`src/rtl/lcr_pkg.sv`:
```
// package: layout and line_code_select of the per-channel line configuration registers
package lcr_pkg;
    // channel count and register map
    localparam int NUM_CH = 14;
    localparam logic [3:0] REG_JITTER = 4'h1;
    localparam logic [3:0] REG_TEST_LOOP = 4'h2;
    localparam logic [3:0] REG_CODING = 4'h3;
    localparam logic [7:0] REG_UNMAPPED_DATA = 8'h00;

    // reset values
    localparam logic [7:0] RST_JITTER = 8'h00;
    localparam logic [7:0] RST_TEST_LOOP = 8'h00;
    localparam logic [7:0] RST_CODING = 8'h00;

    // field positions, jitter register
    localparam int BIT_JA_BW = 1;
    localparam int BIT_FIFO_DEPTH = 0;
    // field positions, test and loop register
    localparam int BIT_PAT_INV = 7;
    localparam int TX_PAT_HI = 6;
    localparam int TX_PAT_LO = 4;
    localparam int BIT_TX_ON = 3;
    localparam int LOOP_HI = 2;
    localparam int LOOP_LO = 0;
    // field positions, coding register
    localparam int RSVD_HI = 7;
    localparam int RSVD_LO = 6;
    localparam int BIT_LINE_CODE = 5;
    localparam int RES_HI = 4;
    localparam int RES_LO = 3;
    localparam int BIT_VIOL = 2;

    // jitter attenuator fifo depths in bits
    localparam logic [6:0] FIFO_DEPTH_SHALLOW = 7'h20;
    localparam logic [6:0] FIFO_DEPTH_DEEP = 7'h40;

    // external receive resistor values in ohms
    localparam logic [7:0] RES_OHM_NONE = 8'h00;
    localparam logic [7:0] RES_OHM_240 = 8'hF0;
    localparam logic [7:0] RES_OHM_210 = 8'hD2;
    localparam logic [7:0] RES_OHM_150 = 8'h96;

    // jitter attenuator bandwidth
    typedef enum logic [1:0] {
        JA_BW_3HZ,
        JA_BW_10HZ,
        JA_BW_1P5HZ
    } lcr_ja_bw_t;

    // transmit test pattern
    typedef enum logic [1:0] {
        PAT_NONE,
        PAT_QRSS,
        PAT_ALL_ONES,
        PAT_RESERVED
    } lcr_pattern_t;

    // loopback mode
    typedef enum logic [2:0] {
        LOOP_NONE,
        LOOP_DUAL,
        LOOP_ANALOG,
        LOOP_REMOTE,
        LOOP_DIGITAL
    } lcr_loop_t;
endpackage : lcr_pkg

```
`src/rtl/lcr_bpv_trigger.sv`:
```
// module: samples violation bits on transmit clock edges, one pulse per rise
`timescale 1ns/1ps
module lcr_bpv_trigger #(
    parameter int W = 14
) (
    // clock and reset
    input wire logic clk_i,
    input wire logic rst_n_i,
    // filtered transmit clock levels and register bits
    input wire logic [W-1:0] tx_clk_level_i,
    input wire logic [W-1:0] viol_bit_i,
    // one-cycle insertion requests
    output logic [W-1:0] insert_o
);
    logic [W-1:0] clk_prev_reg;
    logic [W-1:0] viol_smp_reg;
    logic [W-1:0] clk_rise;

    // rising edge of each channel's transmit clock
    assign clk_rise = tx_clk_level_i & ~clk_prev_reg;

    // sample only on the clock edge so one write gives one violation
    always_ff @(posedge clk_i or negedge rst_n_i) begin
        if (!rst_n_i) begin
            clk_prev_reg <= '0;
            viol_smp_reg <= '0;
            insert_o <= '0;
        end else begin
            clk_prev_reg <= tx_clk_level_i;
            for (int i = 0; i < W; i++) begin
                if (clk_rise[i]) begin
                    viol_smp_reg[i] <= viol_bit_i[i]; // RL13
                    insert_o[i] <= viol_bit_i[i] & ~viol_smp_reg[i]; // RL12
                end else begin
                    insert_o[i] <= 1'b0;
                end
            end
        end
    end
endmodule : lcr_bpv_trigger

```
`src/rtl/lcr_channel_regs.sv`:
```
// module: per-channel line configuration registers and their decoded controls
//
// Functional notes
// [RL1] E1 bandwidth 10 or 1.5 Hz; T1 3 Hz
// [RL2] depth bit picks 32 or 64 bit fifo
// [RL3] fifo delay is half the depth
// [RL4] one depth serves receive and transmit fifo
// [RL5] inversion bit swaps which pattern is inverted
// [RL6] test field picks none, QRSS or all ones
// [RL7] transmitter on needs bit and global pin
// [RL8] transmit bit resets to zero, transmitter off
// [RL9] loop field picks none, dual, analog, remote, digital
// [RL10] coding bit: HDB3/B8ZS clear, AMI set; code gives AMI only in single rail
// [RL11] resistor field reports fitted external resistor
// [RL12] each violation bit rise inserts one violation
// [RL13] violation bit sampled on transmit clock rise
// [RL14] software writes zero before writing one
// [RL15] fourteen register copies spaced 0x10 apart
// [RL16] coding bits 7:6 reserved, writable, reset zero
// [RL17] violation bit taken into transmit clock timing
`timescale 1ns/1ps
module lcr_channel_regs #(
    parameter int NUM_CH = lcr_pkg::NUM_CH
) (
    // clock and reset
    input wire logic clk_i,
    input wire logic rst_n_i,
    // host register port
    input wire logic [7:0] addr_i,
    input wire logic [7:0] wdata_i,
    input wire logic wr_i,
    input wire logic rd_i,
    output logic [7:0] rdata_o,
    output logic rd_valid_o,
    // device pins
    input wire logic global_tx_enable_pin_i,
    input wire logic [NUM_CH-1:0] transmit_clock_i,
    // per-channel operating mode from other blocks
    input wire logic [NUM_CH-1:0] e1_mode_i,
    input wire logic [NUM_CH-1:0] single_rail_i,
    input wire logic [NUM_CH-1:0] prbs_mode_i,
    // jitter attenuator controls
    output logic [NUM_CH-1:0][1:0] jitter_bw_o,
    output logic [NUM_CH-1:0][6:0] rx_fifo_depth_o,
    output logic [NUM_CH-1:0][6:0] tx_fifo_depth_o,
    output logic [NUM_CH-1:0][6:0] fifo_delay_o,
    // transmit controls
    output logic [NUM_CH-1:0][1:0] tx_pattern_select_o,
    output logic [NUM_CH-1:0] pattern_invert_o,
    output logic [NUM_CH-1:0] tx_power_on_o,
    output logic [NUM_CH-1:0] violation_insert_o,
    // line and loop controls
    output logic [NUM_CH-1:0][2:0] loop_mode_o,
    output logic [NUM_CH-1:0] ami_coding_o,
    output logic [NUM_CH-1:0][7:0] rx_resistor_ohms_o
);
    logic [7:0] jitter_reg [NUM_CH];
    logic [7:0] test_loop_reg [NUM_CH];
    logic [7:0] coding_reg [NUM_CH];
    logic [3:0] acc_sel;
    logic [3:0] acc_ch;
    logic global_en;
    logic [NUM_CH-1:0] tx_clk_level;
    logic [NUM_CH-1:0] viol_bits;

    // register select from a byte address; zero means unmapped
    function automatic logic [3:0] reg_select(input logic [7:0] a);
        logic [3:0] sel;
        sel = 4'h0;
        if (a[7:4] >= 4'(NUM_CH)) begin
            sel = 4'h0;
        end else if (a[3:0] == lcr_pkg::REG_JITTER) begin
            sel = lcr_pkg::REG_JITTER;
        end else if (a[3:0] == lcr_pkg::REG_TEST_LOOP) begin
            sel = lcr_pkg::REG_TEST_LOOP;
        end else if (a[3:0] == lcr_pkg::REG_CODING) begin
            sel = lcr_pkg::REG_CODING;
        end
        return sel;
    endfunction : reg_select

    // fifo depth in bits from the depth bit
    function automatic logic [6:0] fifo_depth(input logic deep);
        return deep ? lcr_pkg::FIFO_DEPTH_DEEP : lcr_pkg::FIFO_DEPTH_SHALLOW;
    endfunction : fifo_depth

    // upper nibble is the channel, lower the register
    assign acc_sel = reg_select(addr_i); // RL15
    assign acc_ch = addr_i[7:4];

    // global transmit enable and transmit clocks come from pins
    lcr_pin_sync #(
        .W(1)
    ) u_en_sync (
        .clk_i(clk_i),
        .rst_n_i(rst_n_i),
        .pin_i(global_tx_enable_pin_i),
        .level_o(global_en)
    );

    lcr_pin_sync #(
        .W(NUM_CH)
    ) u_clk_sync (
        .clk_i(clk_i),
        .rst_n_i(rst_n_i),
        .pin_i(transmit_clock_i),
        .level_o(tx_clk_level)
    );

    // host writes; all bits writable, reserved bits included
    always_ff @(posedge clk_i or negedge rst_n_i) begin
        if (!rst_n_i) begin
            for (int c = 0; c < NUM_CH; c++) begin
                jitter_reg[c] <= lcr_pkg::RST_JITTER;
                test_loop_reg[c] <= lcr_pkg::RST_TEST_LOOP; // RL8
                coding_reg[c] <= lcr_pkg::RST_CODING; // RL16
            end
        end else if (wr_i) begin
            for (int c = 0; c < NUM_CH; c++) begin
                if (acc_ch == 4'(c)) begin
                    if (acc_sel == lcr_pkg::REG_JITTER) begin
                        jitter_reg[c] <= wdata_i;
                    end else if (acc_sel == lcr_pkg::REG_TEST_LOOP) begin
                        test_loop_reg[c] <= wdata_i;
                    end else if (acc_sel == lcr_pkg::REG_CODING) begin
                        coding_reg[c] <= wdata_i;
                    end
                end
            end
        end
    end

    // host reads, answered one cycle after the strobe
    always_ff @(posedge clk_i or negedge rst_n_i) begin
        if (!rst_n_i) begin
            rdata_o <= lcr_pkg::REG_UNMAPPED_DATA;
            rd_valid_o <= 1'b0;
        end else begin
            rd_valid_o <= rd_i;
            if (!rd_i) begin
                rdata_o <= lcr_pkg::REG_UNMAPPED_DATA;
            end else if (acc_sel == lcr_pkg::REG_JITTER) begin
                rdata_o <= jitter_reg[acc_ch];
            end else if (acc_sel == lcr_pkg::REG_TEST_LOOP) begin
                rdata_o <= test_loop_reg[acc_ch];
            end else if (acc_sel == lcr_pkg::REG_CODING) begin
                rdata_o <= coding_reg[acc_ch];
            end else begin
                rdata_o <= lcr_pkg::REG_UNMAPPED_DATA;
            end
        end
    end

    // jitter attenuator settings; one depth feeds both fifo_depth_select
    always_ff @(posedge clk_i or negedge rst_n_i) begin
        if (!rst_n_i) begin
            jitter_bw_o <= '0;
            rx_fifo_depth_o <= '0;
            tx_fifo_depth_o <= '0;
            fifo_delay_o <= '0;
        end else begin
            for (int c = 0; c < NUM_CH; c++) begin
                if (!e1_mode_i[c]) begin
                    jitter_bw_o[c] <= lcr_pkg::JA_BW_3HZ; // RL1
                end else if (jitter_reg[c][lcr_pkg::BIT_JA_BW]) begin
                    jitter_bw_o[c] <= lcr_pkg::JA_BW_1P5HZ; // RL1
                end else begin
                    jitter_bw_o[c] <= lcr_pkg::JA_BW_10HZ; // RL1
                end
                rx_fifo_depth_o[c] <=
                    fifo_depth(jitter_reg[c][lcr_pkg::BIT_FIFO_DEPTH]); // RL2
                tx_fifo_depth_o[c] <=
                    fifo_depth(jitter_reg[c][lcr_pkg::BIT_FIFO_DEPTH]); // RL4
                fifo_delay_o[c] <=
                    fifo_depth(jitter_reg[c][lcr_pkg::BIT_FIFO_DEPTH]) >> 1; // RL3
            end
        end
    end

    // test pattern, inversion and transmitter power
    always_ff @(posedge clk_i or negedge rst_n_i) begin
        if (!rst_n_i) begin
            tx_pattern_select_o <= '0;
            pattern_invert_o <= '0;
            tx_power_on_o <= '0;
        end else begin
            for (int c = 0; c < NUM_CH; c++) begin
                case (test_loop_reg[c][lcr_pkg::TX_PAT_HI:lcr_pkg::TX_PAT_LO])
                    3'b100: tx_pattern_select_o[c] <= lcr_pkg::PAT_QRSS; // RL6
                    3'b101: tx_pattern_select_o[c] <= lcr_pkg::PAT_ALL_ONES;
                    3'b110, 3'b111: begin
                        tx_pattern_select_o[c] <= lcr_pkg::PAT_RESERVED;
                    end
                    default: tx_pattern_select_o[c] <= lcr_pkg::PAT_NONE;
                endcase
                // clear bit inverts qrss only, set bit inverts prbs only
                pattern_invert_o[c] <= prbs_mode_i[c] ~^
                    test_loop_reg[c][lcr_pkg::BIT_PAT_INV]; // RL5
                // pin low overrides every channel bit
                tx_power_on_o[c] <= global_en &
                    test_loop_reg[c][lcr_pkg::BIT_TX_ON]; // RL7
            end
        end
    end

    // loopback, line coding and resistor report
    always_ff @(posedge clk_i or negedge rst_n_i) begin
        if (!rst_n_i) begin
            loop_mode_o <= '0;
            ami_coding_o <= '0;
            rx_resistor_ohms_o <= '0;
        end else begin
            for (int c = 0; c < NUM_CH; c++) begin
                case (test_loop_reg[c][lcr_pkg::LOOP_HI:lcr_pkg::LOOP_LO])
                    3'b100: loop_mode_o[c] <= lcr_pkg::LOOP_DUAL; // RL9
                    3'b101: loop_mode_o[c] <= lcr_pkg::LOOP_ANALOG;
                    3'b110: loop_mode_o[c] <= lcr_pkg::LOOP_REMOTE;
                    3'b111: loop_mode_o[c] <= lcr_pkg::LOOP_DIGITAL;
                    default: loop_mode_o[c] <= lcr_pkg::LOOP_NONE;
                endcase
                // dual rail carries no encoder, so ami only in single rail
                ami_coding_o[c] <= single_rail_i[c] &
                    coding_reg[c][lcr_pkg::BIT_LINE_CODE]; // RL10
                case (coding_reg[c][lcr_pkg::RES_HI:lcr_pkg::RES_LO])
                    2'b01: rx_resistor_ohms_o[c] <= lcr_pkg::RES_OHM_240; // RL11
                    2'b10: rx_resistor_ohms_o[c] <= lcr_pkg::RES_OHM_210;
                    2'b11: rx_resistor_ohms_o[c] <= lcr_pkg::RES_OHM_150;
                    default: rx_resistor_ohms_o[c] <= lcr_pkg::RES_OHM_NONE;
                endcase
            end
        end
    end

    // violation bits sampled in transmit clock timing, not on host write
    always_comb begin
        for (int c = 0; c < NUM_CH; c++) begin
            viol_bits[c] = coding_reg[c][lcr_pkg::BIT_VIOL];
        end
    end

    lcr_bpv_trigger #(
        .W(NUM_CH)
    ) u_bpv (
        .clk_i(clk_i),
        .rst_n_i(rst_n_i),
        .tx_clk_level_i(tx_clk_level),
        .viol_bit_i(viol_bits),
        .insert_o(violation_insert_o) // RL17
    );

    // checks on channel 0, except pin-off on all channels and stride on channel 13
    AST_T1_BW: assert property (@(posedge clk_i) disable iff (!rst_n_i) // RL1
        !e1_mode_i[0] |=> jitter_bw_o[0] == lcr_pkg::JA_BW_3HZ)
        else $error("T1 bandwidth not 3 Hz");

    AST_FIFO_HALF: assert property (@(posedge clk_i) disable iff (!rst_n_i) // RL3
        7'(fifo_delay_o[0] << 1) == rx_fifo_depth_o[0]
        || rx_fifo_depth_o[0] == 7'h00)
        else $error("fifo delay not half of depth");

    AST_FIFO_BOTH: assert property (@(posedge clk_i) disable iff (!rst_n_i) // RL4
        rx_fifo_depth_o[0] == tx_fifo_depth_o[0])
        else $error("receive and transmit fifo depths differ");

    AST_FIFO_DEPTH: assert property (@(posedge clk_i) disable iff (!rst_n_i) // RL2
        jitter_reg[0][lcr_pkg::BIT_FIFO_DEPTH] ##1
        jitter_reg[0][lcr_pkg::BIT_FIFO_DEPTH]
        |-> rx_fifo_depth_o[0] == lcr_pkg::FIFO_DEPTH_DEEP)
        else $error("deep fifo not selected");

    AST_INVERT: assert property (@(posedge clk_i) disable iff (!rst_n_i) // RL5
        (!prbs_mode_i[0] && !test_loop_reg[0][lcr_pkg::BIT_PAT_INV])
        |=> pattern_invert_o[0])
        else $error("qrss not inverted by default");

    AST_PATTERN: assert property (@(posedge clk_i) disable iff (!rst_n_i) // RL6
        !test_loop_reg[0][lcr_pkg::TX_PAT_HI]
        |=> tx_pattern_select_o[0] == lcr_pkg::PAT_NONE)
        else $error("pattern sent with field msb clear");

    AST_TX_PIN_OFF: assert property (@(posedge clk_i) disable iff (!rst_n_i) // RL7
        !global_en |=> tx_power_on_o == '0)
        else $error("transmitter powered with pin low");

    AST_TX_NEEDS_BIT: assert property (@(posedge clk_i) disable iff (!rst_n_i) // RL8
        tx_power_on_o[0] |-> $past(test_loop_reg[0][lcr_pkg::BIT_TX_ON]))
        else $error("transmitter powered without its bit");

    AST_LOOP_NONE: assert property (@(posedge clk_i) disable iff (!rst_n_i) // RL9
        !test_loop_reg[0][lcr_pkg::LOOP_HI]
        |=> loop_mode_o[0] == lcr_pkg::LOOP_NONE)
        else $error("loopback active with field msb clear");

    AST_AMI: assert property (@(posedge clk_i) disable iff (!rst_n_i) // RL10
        ami_coding_o[0] |-> $past(coding_reg[0][lcr_pkg::BIT_LINE_CODE]))
        else $error("ami coding without its bit");

    AST_RES_NONE: assert property (@(posedge clk_i) disable iff (!rst_n_i) // RL11
        coding_reg[0][lcr_pkg::RES_HI:lcr_pkg::RES_LO] == 2'b00
        |=> rx_resistor_ohms_o[0] == lcr_pkg::RES_OHM_NONE)
        else $error("resistor reported when none fitted");

    AST_BPV_ONCE: assert property (@(posedge clk_i) disable iff (!rst_n_i) // RL12
        violation_insert_o[0] |=> !violation_insert_o[0] [*2])
        else $error("violation inserted twice for one rise");

    AST_BPV_CAUSE: assert property (@(posedge clk_i) disable iff (!rst_n_i) // RL13
        violation_insert_o[0] |-> $past(tx_clk_level[0])
        && $past(coding_reg[0][lcr_pkg::BIT_VIOL]))
        else $error("violation without clock edge and bit");

    AST_RSVD_RW: assert property (@(posedge clk_i) disable iff (!rst_n_i) // RL16
        (wr_i && acc_sel == lcr_pkg::REG_CODING && acc_ch == 4'h0)
        |=> coding_reg[0][lcr_pkg::RSVD_HI:lcr_pkg::RSVD_LO]
        == $past(wdata_i[lcr_pkg::RSVD_HI:lcr_pkg::RSVD_LO]))
        else $error("reserved coding bits not stored");

    AST_STRIDE: assert property (@(posedge clk_i) disable iff (!rst_n_i) // RL15
        (rd_i && addr_i == 8'hD3) |=> rdata_o == $past(coding_reg[13]))
        else $error("channel 13 coding register misplaced");
endmodule : lcr_channel_regs

```
`src/rtl/lcr_pin_sync.sv`:
```
// module: three-stage pin synchroniser with agreement filter
`timescale 1ns/1ps
module lcr_pin_sync #(
    parameter int W = 1
) (
    // clock and reset
    input wire logic clk_i,
    input wire logic rst_n_i,
    // asynchronous pins and filtered level
    input wire logic [W-1:0] pin_i,
    output logic [W-1:0] level_o
);
    logic [W-1:0] s1_reg;
    logic [W-1:0] s2_reg;
    logic [W-1:0] s3_reg;

    // shift chain; first stage feeds only the second
    always_ff @(posedge clk_i or negedge rst_n_i) begin
        if (!rst_n_i) begin
            s1_reg <= '0;
            s2_reg <= '0;
            s3_reg <= '0;
        end else begin
            s1_reg <= pin_i;
            s2_reg <= s1_reg;
            s3_reg <= s2_reg;
        end
    end

    // a change counts only once stages two and three agree
    always_ff @(posedge clk_i or negedge rst_n_i) begin
        if (!rst_n_i) begin
            level_o <= '0;
        end else begin
            for (int i = 0; i < W; i++) begin
                if (s2_reg[i] == s3_reg[i]) begin
                    level_o[i] <= s3_reg[i];
                end
            end
        end
    end
endmodule : lcr_pin_sync

```
`config.mk`:
```
export PLATFORM = sky130hd
export DESIGN_NAME = lcr_channel_regs
export DESIGN_NICKNAME = d
export VERILOG_FILES = /design/src/rtl/lcr_pkg.sv /design/src/rtl/lcr_bpv_trigger.sv /design/src/rtl/lcr_channel_regs.sv /design/src/rtl/lcr_pin_sync.sv
export SDC_FILE = /design/constraint.sdc
export NUM_CORES = 1
export LEC_CHECK = 0
export BUFFER_PORTS_ARGS = -buffer_cell sky130_fd_sc_hd__buf_2
export CAP_MARGIN = 5
export CELL_PAD_IN_SITES_DETAIL_PLACEMENT = 1
export CELL_PAD_IN_SITES_GLOBAL_PLACEMENT = 1
export CORE_ASPECT_RATIO = 0.9
export CORE_MARGIN = 3
export CORE_UTILIZATION = 40
export DETAILED_ROUTE_END_ITERATION = 8
export GPL_ROUTABILITY_DRIVEN = 0
export PLACE_DENSITY = 0.8
export SLEW_MARGIN = 30
export SYNTH_ARGS = -nofsm -noshare
export SYNTH_HDL_FRONTEND = slang
export SYNTH_SLANG_ARGS = --single-unit
```
`constraint.sdc`:
```
create_clock -name clk_i -period 1.95 [get_ports clk_i]
set_clock_uncertainty 0.2 [all_clocks]
set_input_delay 0.0975 -clock clk_i [delete_from_list [all_inputs] [get_ports clk_i]]
set_output_delay 0.0975 -clock clk_i [all_outputs]
set_load 0.01 [all_outputs]
```
==> impl_metrics.ini <==
[outcome]
status = finished with violations
violations = negative setup slack

[worst_setup_path]
worstPathMaxFanout = 2
start_kind = flip-flop
critPathLaunch = coding_reg[83]
endpoint = rdata_o[3]
end_kind = flip-flop
r2r-start = coding_reg[83]
r2r_cells = 5
slowest_delay_ps = 530
path_cells = mux4_2 > mux2i_2 > buf_4 > a221oi_4 > o311a_1
cpMaxStageDelayCell = mux4_2
worst-endpoint-arrival_ps = 2360
crit_type = flip-flop to flip-flop
r2r_end = rdata_o[3]
required_ps = 2230
worst-r2r-setup-slack_ps = -130

[timing]
rsz0062_at_grt = true
hold_violations = 0
fin_setup_tns_ps = -649
relSlewSlack_pct = 47.6
setup_ws_ps = -126
drv_slew = 0
holdWs_ps = 34.1
fmax_mhz = 482
setup_violations = 8
worst_pin_slew_ps = 779
finalCriticalPeriod_ps = 2080
period_share_pct = 106

[yosys]
synthCells = 2085
synth.most_common_cell = dfrtp_1
synth_edf_count = 0
ys.flop_type = dfrtp_1
synth_top_area_share_pct = 57.9
synth_seq_cells = 685
async_flop_share_pct = 100
synth_common_cells = dfrtp_1 (685), mux2_2 (348), buf_4 (315)
synth_area_per_cell_um2 = 14.2
synth_area_um2 = 29600
ys_seq_area_share_pct = 57.9
ys_warn_count = 0
ys_types = 63
netlist_top_cells_area = dfrtp_1 (58%), mux2_2 (13%), buf_4 (8.0%), mux4_2 (4.9%), ha_1 (2.5%)
netlist.top_cell.by_area = dfrtp_1

[global_routing]
grt_max_degree = 84
grt_pass1_wl_um = 135000
grt_usage_pct = 23.1
grt_overflow = 0
grt_pass1_vias = 20874
antenna_found_initial = 5

[final_layout]
utilization_pct = 51.7
nFillCells = 7273
layout.nets = 2912
finalNonFillerCells = 3782
area_growth_pct = 26.6
drive_gt1_share_pct = 45.8

[placed_design]
dp_hpwl_um = 64500
port_buffers = 407
dp.cells = 3535

[pwr]
irDropWorstVdd_v = 0.000552
power_per_cell_area_nw_per_um2 = 873
p_leak_uw = 0.0195
p_total_uw = 32700

[die]
ios = 646
core_area_um2 = 72400
die_y_um = 264
dieArea_um2 = 77300
die-width_um = 293
initial_core_util_pct = 40.9
num_rows = 93

[worst_hold_path]
worst_hold_path_type = input port to flip-flop
hp-start = prbs_mode_i[3]

[run]
cap_violations = 0

[clock_network]
cts-root-to-sink-buffers = 3
insertion_delay_ps = 630
h-tree-depth = 3
cts-root-buf = clkbuf_16
cts_tree = yes
path_clk_slew_ps = 60
clock_sinks = 685
cts_buffers = 74

[route]
drt-initial-drc-count = 873
viasPerCell = 4.90
wl_per_cell_um = 23.9
dr.pass1.iters = 5
vias = 18535
wl_um = 90200
drcViolationCount = 0
postRouteAntennaNets = 0
[cells in the final DEF, fill, tap and decap left out, types with 32 or more instances in the layout]
master	count
ha_1	56
clkbuf_16	76
nor2b_1	32
buf_2	404
dfrtp_1	683
nand2_1	38
mux4_2	67
inv_1	71
and2_1	57
dlygate4sd3_1	97
buf_12	33
mux2_2	280
conb_1	238
mux2_4	70
buf_4	229
[final cells by class]
| cell class | instances | area, µm² | area share, % |
|---|---|---|---|
| well taps | 950 | 1190 | 3.17 |
| clock inverters | 28 | 319 | 0.852 |
| repair buffers | 766 | 5410 | 14.4 |
| diodes | 3 | 7.51 | 0.0200 |
| clock buffers | 101 | 2100 | 5.60 |
| inverters | 76 | 285 | 0.762 |
| flip-flops and latches | 685 | 17100 | 45.8 |
| multi-input cells | 1173 | 11000 | 29.4 |
[kinds of logic (layout without fill, tap and decap cells)]
family | count (synthesis) | count (layout) | synth area share [%]
AO/OA/AOI/OAI | 119 | 119 | 2.76
XOR/XNOR | 28 | 28 | 0.829
multiplexers | 440 | 440 | 19.3
adder cells (fa/ha/maj) | 74 | 74 | 3.00
AND/OR/NAND/NOR | 274 | 274 | 5.87
other | 1 | 241 | 0.0127
buffers and inverters | 464 | 971 | 10.3
flip-flops | 685 | 685 | 57.9
[through the flow]
step	cell area, µm²	setup WS, ps
after floorplan	31000	-706
final	37400	-126
after CTS	37300	-117
after global routing	37400	-179
after detailed placement	33700	-691
after global placement	33700	-716
[worst min-delay path by stage]
stage | depth (start not counted) | end | slack (ps)
after CTS | 3 | ami_coding_o[11] | 0.8
after floorplan | 0 | ami_coding_o[0] | -400
after global routing | 3 | pattern_invert_o[3] | 30
after detailed placement | 1 | jitter_reg[49] | -150
after global placement | 1 | jitter_reg[57] | -150
final | 3 | pattern_invert_o[3] | 30
[where the power goes]
group | switching (µW) | internal, µW | leakage [µW]
combinational | 1910 | 1460 | 0.00921
sequential | 432 | 14900 | 0.00908
clock | 5810 | 8220 | 0.00119
[metal layers]
layer  vias up  GRT usage, %  wire [µm]
met1      9761          27.4      34700
met5         -             0         33
met3       164          6.82       6540
met4         6          7.85       2900
li1       7957             -          -
met2       647          40.1      46100
[critical path, delay by kind of cell (launching register included)]
family                 cells  cell delay, ps
AOI/OAI and AO/OA          2             480
buffers and inverters      1             160
DFF                        1             400
muxes                      2             710
[timing repair]
| item | CTS | global route |
|---|---|---|
| setup buffers | 9 | 8 |
| pin swaps | 11 | 9 |
| hold buffers | 98 | 0 |
| gates resized for setup | 32 | 27 |
| endpoints found under the setup margin | 9 | 82 |
| endpoints found under the hold margin | 863 | 0 |
Power figures use the tool's default switching activity.
